## src/uws_pkg.sv

```systemverilog
// constants, field layout and types of the upstream window setup registers
// assumes one bridge core clock; shared by the register bank, the bench and the checker
package uws_pkg;

  localparam int          UWS_ADDR_W      = 8;
  localparam int          UWS_DATA_W      = 32;
  localparam int          UWS_STRB_W      = 4;

  // register byte offsets
  localparam logic [7:0]  OFF_MEM0_TB     = 8'hE0;
  localparam logic [7:0]  OFF_MEM0_SETUP  = 8'hE4;
  localparam logic [7:0]  OFF_WIN1_TB     = 8'hE8;
  localparam logic [7:0]  OFF_WIN1_SETUP  = 8'hEC;
  localparam logic [7:0]  OFF_CAP_HDR     = 8'hF0;
  localparam logic [7:0]  OFF_MEM0_BASE   = 8'h10;
  localparam logic [7:0]  OFF_WIN1_BASE   = 8'h14;

  // setup register fields
  localparam int          SETUP_TYPE_BIT  = 0;
  localparam int          SETUP_AT_LSB    = 1;
  localparam int          SETUP_AT_MSB    = 2;
  localparam int          SETUP_PF_BIT    = 3;
  localparam int          SETUP_MASK_MSB  = 30;
  localparam int          SETUP_EN_BIT    = 31;
  localparam int          MEM0_LOW_W      = 12;
  localparam int          WIN1_LOW_W      = 6;
  localparam int          MEM0_MASK_W     = SETUP_MASK_MSB - MEM0_LOW_W + 1;
  localparam int          WIN1_MASK_W     = SETUP_MASK_MSB - WIN1_LOW_W + 1;

  localparam logic [1:0]  AT_32BIT        = 2'h0;
  localparam logic [1:0]  AT_64BIT        = 2'h1;
  localparam logic        TYPE_MEMORY     = 1'b0;

  // reset values
  localparam logic [1:0]  AT_RST          = 2'h0;
  localparam logic        PF_RST          = 1'b0;
  localparam logic        MEM0_EN_VALUE   = 1'b1;
  localparam logic        WIN1_EN_RST     = 1'b0;
  localparam logic [31:0] TB_RST          = 32'h0000_0000;
  localparam logic [31:0] MEM0_BASE_RST   = 32'hFFFF_F000;
  localparam logic [31:0] WIN1_BASE_RST   = 32'h0000_0000;
  localparam logic [31:0] ZERO_WORD       = 32'h0000_0000;

  // capability header
  localparam logic [7:0]  CAP_ID_MSI      = 8'h05;
  localparam logic [7:0]  CAP_NEXT_END    = 8'h00;
  localparam logic [15:0] CAP_HDR_HI      = 16'h0000;

  // bus responses
  localparam logic [1:0]  RESP_OKAY       = 2'h0;
  localparam logic [1:0]  RESP_SLVERR     = 2'h2;

  typedef enum logic {
    UWS_LOAD_MEM0,
    UWS_LOAD_WIN1
  } uws_load_sel_t;

endpackage

```

## src/uws_regs.sv

```systemverilog
// upstream window setup register bank with address decode and translation
// assumes AXI4-Lite master, load path and upstream requests on clock
//
// Overview of operation
// - type selector bit 0 always reads zero
// - address type and prefetch fields, reset zero
// - mask zero makes base bit read-only
// - mask one makes base bit writable
// - memory 0 enable stays one always
// - default memory 0 base reads FFFFF000h
// - window 1 translated base bits 31:6
// - masked bits translated, lower bits pass
// - window 1 enable bit, reset disabled
// - capability identifier reads 05h
// - next capability pointer reads 00h
// - memory 0 translated base bits 31:12
`timescale 1ns/100ps

module uws_regs
  import uws_pkg::*;
(
  input  wire logic                  clock,
  input  wire logic                  rst,
  input  wire logic [UWS_ADDR_W-1:0] s_axi_awaddr,
  input  wire logic                  s_axi_awvalid,
  output logic                       s_axi_awready,
  input  wire logic [UWS_DATA_W-1:0] s_axi_wdata,
  input  wire logic [UWS_STRB_W-1:0] s_axi_wstrb,
  input  wire logic                  s_axi_wvalid,
  output logic                       s_axi_wready,
  output logic [1:0]                 s_axi_bresp,
  output logic                       s_axi_bvalid,
  input  wire logic                  s_axi_bready,
  input  wire logic [UWS_ADDR_W-1:0] s_axi_araddr,
  input  wire logic                  s_axi_arvalid,
  output logic                       s_axi_arready,
  output logic [UWS_DATA_W-1:0]      s_axi_rdata,
  output logic [1:0]                 s_axi_rresp,
  output logic                       s_axi_rvalid,
  input  wire logic                  s_axi_rready,
  input  wire logic                  setup_load_writable,
  input  wire uws_load_sel_t         setup_load_sel,
  input  wire logic [UWS_DATA_W-1:0] setup_load_data,
  input  wire logic                  up_valid,
  input  wire logic [UWS_DATA_W-1:0] up_addr,
  output logic                       fwd_valid,
  output logic [UWS_DATA_W-1:0]      fwd_addr,
  output logic                       fwd_hit_mem0,
  output logic                       fwd_hit_win1
);

  // setup state
  logic [1:0]             mem0_at;
  logic                   mem0_pf;
  logic [MEM0_MASK_W-1:0] mem0_mask;
  logic [1:0]             win1_at;
  logic                   win1_pf;
  logic [WIN1_MASK_W-1:0] win1_mask;
  logic                   win1_en;

  // software state
  logic [31:0]            mem0_tb;
  logic [31:0]            win1_tb;
  logic [31:0]            mem0_base;
  logic [31:0]            win1_base;

  // bus holding state
  logic [UWS_ADDR_W-1:0]  wr_addr;
  logic [UWS_DATA_W-1:0]  wr_data;
  logic [UWS_STRB_W-1:0]  wr_strb;
  logic                   aw_held;
  logic                   w_held;
  logic                   next_aw_held;
  logic                   next_w_held;
  logic                   next_rvalid;
  logic                   do_write;
  logic                   rd_take;

  // derived masks
  logic [31:0]            mem0_cmask;
  logic [31:0]            win1_cmask;
  logic [31:0]            mem0_tb_wmask;
  logic [31:0]            win1_tb_wmask;
  logic [31:0]            mem0_setup_word;
  logic [31:0]            win1_setup_word;
  logic [31:0]            rd_word;
  logic                   hit0;
  logic                   hit1;

  function automatic logic addr_known(input logic [UWS_ADDR_W-1:0] a);
    logic k;
    k = 1'b0;
    if (a == OFF_MEM0_TB) begin
      k = 1'b1;
    end else if (a == OFF_MEM0_SETUP) begin
      k = 1'b1;
    end else if (a == OFF_WIN1_TB) begin
      k = 1'b1;
    end else if (a == OFF_WIN1_SETUP) begin
      k = 1'b1;
    end else if (a == OFF_CAP_HDR) begin
      k = 1'b1;
    end else if (a == OFF_MEM0_BASE) begin
      k = 1'b1;
    end else if (a == OFF_WIN1_BASE) begin
      k = 1'b1;
    end
    return k;
  endfunction

  // byte-lane merge limited to the writable bits
  function automatic logic [31:0] lane_merge(
    input logic [31:0] old,
    input logic [31:0] data,
    input logic [3:0]  strb,
    input logic [31:0] wmask
  );
    logic [31:0] m;
    m = old;
    for (int b = 0; b < UWS_STRB_W; b++) begin
      if (strb[b]) begin
        m[b*8 +: 8] = data[b*8 +: 8];
      end
    end
    return (old & ~wmask) | (m & wmask);
  endfunction

  // window compare on the bits the mask selects
  function automatic logic win_match(
    input logic [31:0] addr,
    input logic [31:0] base,
    input logic [31:0] cmask
  );
    return ((addr ^ base) & cmask) == ZERO_WORD;
  endfunction

  // translated bits replace the compared ones
  function automatic logic [31:0] win_xlate(
    input logic [31:0] addr,
    input logic [31:0] tb,
    input logic [31:0] cmask
  );
    return (addr & ~cmask) | (tb & cmask);
  endfunction

  assign mem0_cmask = {1'b1, mem0_mask, {MEM0_LOW_W{1'b0}}};
  assign win1_cmask = {1'b1, win1_mask, {WIN1_LOW_W{1'b0}}};

  // memory 0 translated base low bits zero
  assign mem0_tb_wmask = {{(UWS_DATA_W-MEM0_LOW_W){1'b1}},
                          {MEM0_LOW_W{1'b0}}};
  // window 1 translated base low bits zero
  assign win1_tb_wmask = {{(UWS_DATA_W-WIN1_LOW_W){1'b1}},
                          {WIN1_LOW_W{1'b0}}};

  assign mem0_setup_word = {MEM0_EN_VALUE, mem0_mask,
                            {(MEM0_LOW_W-SETUP_PF_BIT-1){1'b0}},
                            mem0_pf, mem0_at, TYPE_MEMORY};
  // window 1 enable in top bit
  assign win1_setup_word = {win1_en, win1_mask,
                            {(WIN1_LOW_W-SETUP_PF_BIT-1){1'b0}},
                            win1_pf, win1_at, TYPE_MEMORY};

  assign do_write = aw_held && w_held && !s_axi_bvalid;
  assign rd_take  = s_axi_arvalid && s_axi_arready;

  // read decode
  always_comb begin
    rd_word = ZERO_WORD;
    if (s_axi_araddr == OFF_MEM0_TB) begin
      rd_word = mem0_tb;
    end else if (s_axi_araddr == OFF_MEM0_SETUP) begin
      rd_word = mem0_setup_word;
    end else if (s_axi_araddr == OFF_WIN1_TB) begin
      rd_word = win1_tb;
    end else if (s_axi_araddr == OFF_WIN1_SETUP) begin
      rd_word = win1_setup_word;
    end else if (s_axi_araddr == OFF_CAP_HDR) begin
      rd_word = {CAP_HDR_HI, CAP_NEXT_END, CAP_ID_MSI};
    end else if (s_axi_araddr == OFF_MEM0_BASE) begin
      rd_word = mem0_base;
    end else if (s_axi_araddr == OFF_WIN1_BASE) begin
      rd_word = win1_base;
    end
  end

  // write channel bookkeeping
  always_comb begin
    next_aw_held = aw_held;
    next_w_held  = w_held;
    if (s_axi_awvalid && s_axi_awready) begin
      next_aw_held = 1'b1;
    end
    if (s_axi_wvalid && s_axi_wready) begin
      next_w_held = 1'b1;
    end
    if (do_write) begin
      next_aw_held = 1'b0;
      next_w_held  = 1'b0;
    end
  end

  always_comb begin
    next_rvalid = s_axi_rvalid;
    if (s_axi_rvalid && s_axi_rready) begin
      next_rvalid = 1'b0;
    end
    if (rd_take) begin
      next_rvalid = 1'b1;
    end
  end

  always_ff @(posedge clock) begin
    if (rst) begin
      aw_held       <= 1'b0;
      w_held        <= 1'b0;
      s_axi_awready <= 1'b0;
      s_axi_wready  <= 1'b0;
      wr_addr       <= '0;
      wr_data       <= '0;
      wr_strb       <= '0;
    end else begin
      aw_held       <= next_aw_held;
      w_held        <= next_w_held;
      s_axi_awready <= !next_aw_held;
      s_axi_wready  <= !next_w_held;
      if (s_axi_awvalid && s_axi_awready) begin
        wr_addr <= s_axi_awaddr;
      end
      if (s_axi_wvalid && s_axi_wready) begin
        wr_data <= s_axi_wdata;
        wr_strb <= s_axi_wstrb;
      end
    end
  end

  // write response, unmapped offsets get an error
  always_ff @(posedge clock) begin
    if (rst) begin
      s_axi_bvalid <= 1'b0;
      s_axi_bresp  <= RESP_OKAY;
    end else if (do_write) begin
      s_axi_bvalid <= 1'b1;
      s_axi_bresp  <= addr_known(wr_addr) ? RESP_OKAY : RESP_SLVERR;
    end else if (s_axi_bready) begin
      s_axi_bvalid <= 1'b0;
    end
  end

  // read channel, one cycle from address to data
  always_ff @(posedge clock) begin
    if (rst) begin
      s_axi_rvalid  <= 1'b0;
      s_axi_arready <= 1'b0;
      s_axi_rdata   <= ZERO_WORD;
      s_axi_rresp   <= RESP_OKAY;
    end else begin
      s_axi_rvalid  <= next_rvalid;
      s_axi_arready <= !next_rvalid;
      if (rd_take) begin
        s_axi_rdata <= rd_word;
        s_axi_rresp <= addr_known(s_axi_araddr) ? RESP_OKAY : RESP_SLVERR;
      end
    end
  end

  // software-writable registers
  always_ff @(posedge clock) begin
    if (rst) begin
      mem0_tb   <= TB_RST;
      win1_tb   <= TB_RST;
      mem0_base <= MEM0_BASE_RST;
      win1_base <= WIN1_BASE_RST;
    end else if (do_write) begin
      if (wr_addr == OFF_MEM0_TB) begin
        mem0_tb <= lane_merge(mem0_tb, wr_data, wr_strb, mem0_tb_wmask);
      end else if (wr_addr == OFF_WIN1_TB) begin
        win1_tb <= lane_merge(win1_tb, wr_data, wr_strb, win1_tb_wmask);
      end else if (wr_addr == OFF_MEM0_BASE) begin
        mem0_base <= lane_merge(mem0_base, wr_data, wr_strb, mem0_cmask);
      end else if (wr_addr == OFF_WIN1_BASE) begin
        win1_base <= lane_merge(win1_base, wr_data, wr_strb, win1_cmask);
      end
    end
  end

  // setup fields ignore bus writes, load path only
  always_ff @(posedge clock) begin
    if (rst) begin
      mem0_at   <= AT_RST;
      mem0_pf   <= PF_RST;
      mem0_mask <= '0;
      win1_at   <= AT_RST;
      win1_pf   <= PF_RST;
      win1_mask <= '0;
      win1_en   <= WIN1_EN_RST;
    end else if (setup_load_writable) begin
      case (setup_load_sel)
        UWS_LOAD_MEM0: begin
          mem0_at   <= setup_load_data[SETUP_AT_MSB:SETUP_AT_LSB];
          mem0_pf   <= setup_load_data[SETUP_PF_BIT];
          mem0_mask <= setup_load_data[SETUP_MASK_MSB:MEM0_LOW_W];
        end
        default: begin
          // loader takes mask bits 30:6 straight from the load data
          win1_at   <= setup_load_data[SETUP_AT_MSB:SETUP_AT_LSB];
          win1_pf   <= setup_load_data[SETUP_PF_BIT];
          win1_mask <= setup_load_data[SETUP_MASK_MSB:WIN1_LOW_W];
          win1_en   <= setup_load_data[SETUP_EN_BIT];
        end
      endcase
    end
  end

  // memory 0 has priority when both windows overlap
  // memory 0 window always enabled
  assign hit0 = MEM0_EN_VALUE && win_match(up_addr, mem0_base, mem0_cmask);
  assign hit1 = win1_en && win_match(up_addr, win1_base, win1_cmask);

  // replace masked bits, pass the rest
  always_ff @(posedge clock) begin
    if (rst) begin
      fwd_valid    <= 1'b0;
      fwd_addr     <= ZERO_WORD;
      fwd_hit_mem0 <= 1'b0;
      fwd_hit_win1 <= 1'b0;
    end else begin
      fwd_valid    <= up_valid;
      fwd_hit_mem0 <= up_valid && hit0;
      fwd_hit_win1 <= up_valid && hit1 && !hit0;
      if (hit0) begin
        fwd_addr <= win_xlate(up_addr, mem0_tb, mem0_cmask);
      end else if (hit1) begin
        fwd_addr <= win_xlate(up_addr, win1_tb, win1_cmask);
      end else begin
        fwd_addr <= up_addr;
      end
    end
  end

endmodule

```

## config.mk

```make
export PLATFORM = sky130hd
export DESIGN_NAME = uws_regs
export DESIGN_NICKNAME = d
export VERILOG_FILES = /design/src/uws_pkg.sv /design/src/uws_regs.sv
export SDC_FILE = /design/constraint.sdc
export NUM_CORES = 1
export LEC_CHECK = 0
export BUFFER_PORTS_ARGS = -buffer_cell sky130_fd_sc_hd__buf_2
export CORE_MARGIN = 5
export CORE_UTILIZATION = 34
export DETAILED_ROUTE_END_ITERATION = 12
export SYNTH_ARGS = -nofsm -noshare
export SYNTH_HDL_FRONTEND = slang
export SYNTH_SLANG_ARGS = --single-unit
```

## constraint.sdc

```tcl
create_clock -name clock -period 2.2 [get_ports clock]
set_input_delay 0.33 -clock clock [delete_from_list [all_inputs] [get_ports clock]]
set_output_delay 0.33 -clock clock [all_outputs]
set_load 0.01 [all_outputs]
```

==> impl_metrics.csv <==
group,metric,value,unit
outcome,status,"complete, but fails checks",
outcome,violations,"setup timing",
layout,syn_to_final_growth,27.4,%
layout,final_common_cell,"nand2_1",
synth,syn_avg_cell_area,8.02,µm²
route,viasPerCell,5.52,
pwr,internal_power,8.55,mW
route,routed_wl,45.1,mm
global_routing,grt-ovfl-total,0,
cts,clkLatencyLatePin,0.55,ns
pwr,p_leak,5.64,nW
placement,place_worst_setup_slack,-0.149,ns
timing,layout_setup_ws,-0.0918,ns
synth,syn-instance-count,1443,
synth,ys_ff_latch,256,
route,route.detailed.drc,0,
global_routing,use_met2,35.1,%
layout,stdcell_area,0.0148,mm²
cts,clockRootBuffer,"clkbuf_16",
pwr,ir_worst_vdd,0.000688,V
timing,finalMaxSlewViolations,0,
route,ant_nets,0,
pwr,comb_power_share,10.1,%
floorplan,die_w,195,µm
cts,clkSlewWorstSetupHoldPaths,0.06,ns
pwr,seq_power_share,43.6,%
global_routing,grt_max_degree,92,
floorplan,core,0.0336,mm²
timing,tightest_slew,0.734,ns
setup_path,end_kind,"flop",
cts,clk_path_buf_depth,3,
global_routing,grt_use_met1,30.9,%
global_routing,grt_pass1_vias,11200,
setup_path,start_kind,"flop",
floorplan,fp.dieH,195,µm
layout,fin_nets,1794,
cts,cts.sinks,256,
synth,synth_area,0.0116,mm²
pwr,clkPwrFrac,46.3,%
setup_path,cp.required,2.64,ns
synth,ys_warn_count,0,
floorplan,design.portCount,202,
timing,rsz0062_at_grt,"yes",
synth,synth_cell_types,54,
global_routing,grt_pass1_wl,66.7,mm
timing,max-slew-margin-rel,51.0,%
global_routing,grtUsageTotal,22.3,%
cts,cts_tree,"built",
synth,ys_seq_area_share,44.3,%
run,maxCapViolations,0,
timing,whs,0.0181,ns
global_routing,use_met3,5.59,%
global_routing,grt_antenna_before_repair,6,
timing,setup_violations,19,
placement,port-buffer-count,190,
layout,final_util,43.9,%
setup_path,crit_path_max_fanout,6,
pwr,powerDensity,774,mW/mm²
timing,finalClockSkew,0.0110,ns
setup_path,cp.arrival,2.73,ns
global_routing,busiest_layer,"met2",
timing,period_share,104,%
placement,hpwl,30.6,mm
route,via_count,11800,
hold_path,hp-class,"in2reg",
synth,synthFlopType,"dfxtp_1",
cts,htreeDepth,1,
synth,async_flop_share,0,%
placement,gp_congestion,0.897,
floorplan,placementRows,67,
setup_path,worstSetupPathType,"reg2reg",
timing,hold_viol_final,0,
timing,fin_crit,2.29,ns
floorplan,die_area,0.0378,mm²
pwr,power_switching,2.87,mW
cts,numCtsBuffers,29,
layout,final_cell_mix,"nand2_1 (346), dfxtp_1 (253), a21oi_1 (228)",
route,drt-initial-drc-count,1059,
floorplan,initial_core_util,34.4,%
layout,drive_above_1_share,21.9,%
synth,synth_edf_count,0,
timing,fmax,0.436,GHz
pwr,p_sw_share,25.2,%
placement,placed_cell_area,0.0135,mm²
route,drtPass1Iterations,5,
route,wl_per_cell,21.1,µm
## synth_stat cells (all sizes together) (7+ instances only)
library cell,instances,share of area (%)
buf,24,1.4
mux2i,22,1.9
nor2b,27,1.5
nor3,7,0.43
nand2,347,11
nand2b,11,0.59
o31a,16,1.2
and2,13,0.70
a311o,12,1.0
a21oi,236,10
dfxtp,256,44
nor2,43,1.4
o22ai,21,1.1
nand3,60,2.6
and3,22,1.2
inv,13,0.42
o21ai,34,1.5
o211ai,12,0.78
clkbuf,80,2.6
a22oi,43,2.8
o221ai,14,1.1
a22o,7,0.53
xor2,43,3.3
a21boi,28,1.8
## worst paths after layout
kind | slack, ns | startpoint | cells past startpoint | to
max | -0.09 | win1_base[21]$_SDFFE_PP0P_ | 7 | fwd_addr[24]$_SDFF_PP0_
min | 0.02 | s_axi_wdata[9] | 3 | wr_data[9]$_SDFFE_PP0P_
max reg2reg | -0.09 | win1_base[21]$_SDFFE_PP0P_ | 7 | fwd_addr[24]$_SDFF_PP0_
min reg2reg | 0.45 | s_axi_rdata[6]$_SDFFE_PP0P_ | 2 | s_axi_rdata[6]$_SDFFE_PP0P_
## metrics by stage
stage | instances | TNS [ns] | power [mW]
5_1_grt | 2137 | -1.86 | 11.8
6_report | 2137 | -0.892 | 11.4
2_1_floorplan | 1444 | 0 | 5.60
4_1_cts | 2130 | -0.0173 | 11.5
3_5_place_dp | 2073 | -2.03 | 6.19
3_3_place_gp | 2073 | -1.38 | 6.17
## routing by layer
metal,up-vias,part of all wire (%)
li1,5502,-
met4,10,2.5
met1,5580,42
met5,-,0.13
met2,613,44
met3,87,11
## timing repair
action                                 4_1_cts  5_1_grt
endpoints found under the hold margin        6        0
hold buffers                                 6        0
pin swaps                                    0       17
gates resized for setup                      1       30
setup endpoints to repair                    5       44
buffers inserted                             0        3
cloned                                       0        3
## logic make-up (layout without fill, tap and decap cells)
kind of cell	count (synthesis)	after routing	synth area share, %
AND/OR/NAND/NOR	555	555	22.1
AO/OA/AOI/OAI	446	446	23.8
flip-flops	256	256	44.3
buffers and inverters	117	361	4.46
XOR/XNOR	46	46	3.48
multiplexers	22	22	1.90
other	1	3	0.0324
## layout make-up
type                    count  area (µm²)
flip-flops and latches    256        5130
repair buffers            297        1980
clock inverters            17         265
well taps                 448         561
diodes                      1        2.50
inverters                  13        48.8
fillers                  3451       18900
multi-input cells        1071        6000
clock buffers              34         764
## state kept, by name, summed over array words and instances, names as in the netlist, 4 cells and up
| name | cells |
|---|---|
| wr_addr | 8 |
| win1_tb | 26 |
| win1_base | 26 |
| fwd_addr | 32 |
| wr_data | 26 |
| wr_strb | 4 |
| mem0_mask | 19 |
| mem0_base | 20 |
| s_axi_rdata | 31 |
| mem0_tb | 20 |
| win1_mask | 25 |
## critical path: stages, from the launching register on
cell,delay [ns]
dfxtp_2,0.34
xor2_2,0.17
a22o_1,0.23
a2111o_1,0.40
and4bb_4,0.47
clkbuf_16,0.21
a31oi_1,0.09
a221oi_1,0.28
## power by group through the flow
stage | Combinational (mW) | Clock (mW) | Sequential [mW]
finish | 1.15 | 5.29 | 4.98
global route | 1.24 | 5.53 | 4.99
CTS | 1.13 | 5.35 | 4.97
detailed placement | 1.11 | 0 | 5.07
global placement | 1.10 | 0 | 5.07
floorplan | 0.538 | 0 | 5.06
No activity file was read; power rests on OpenSTA's default activity.
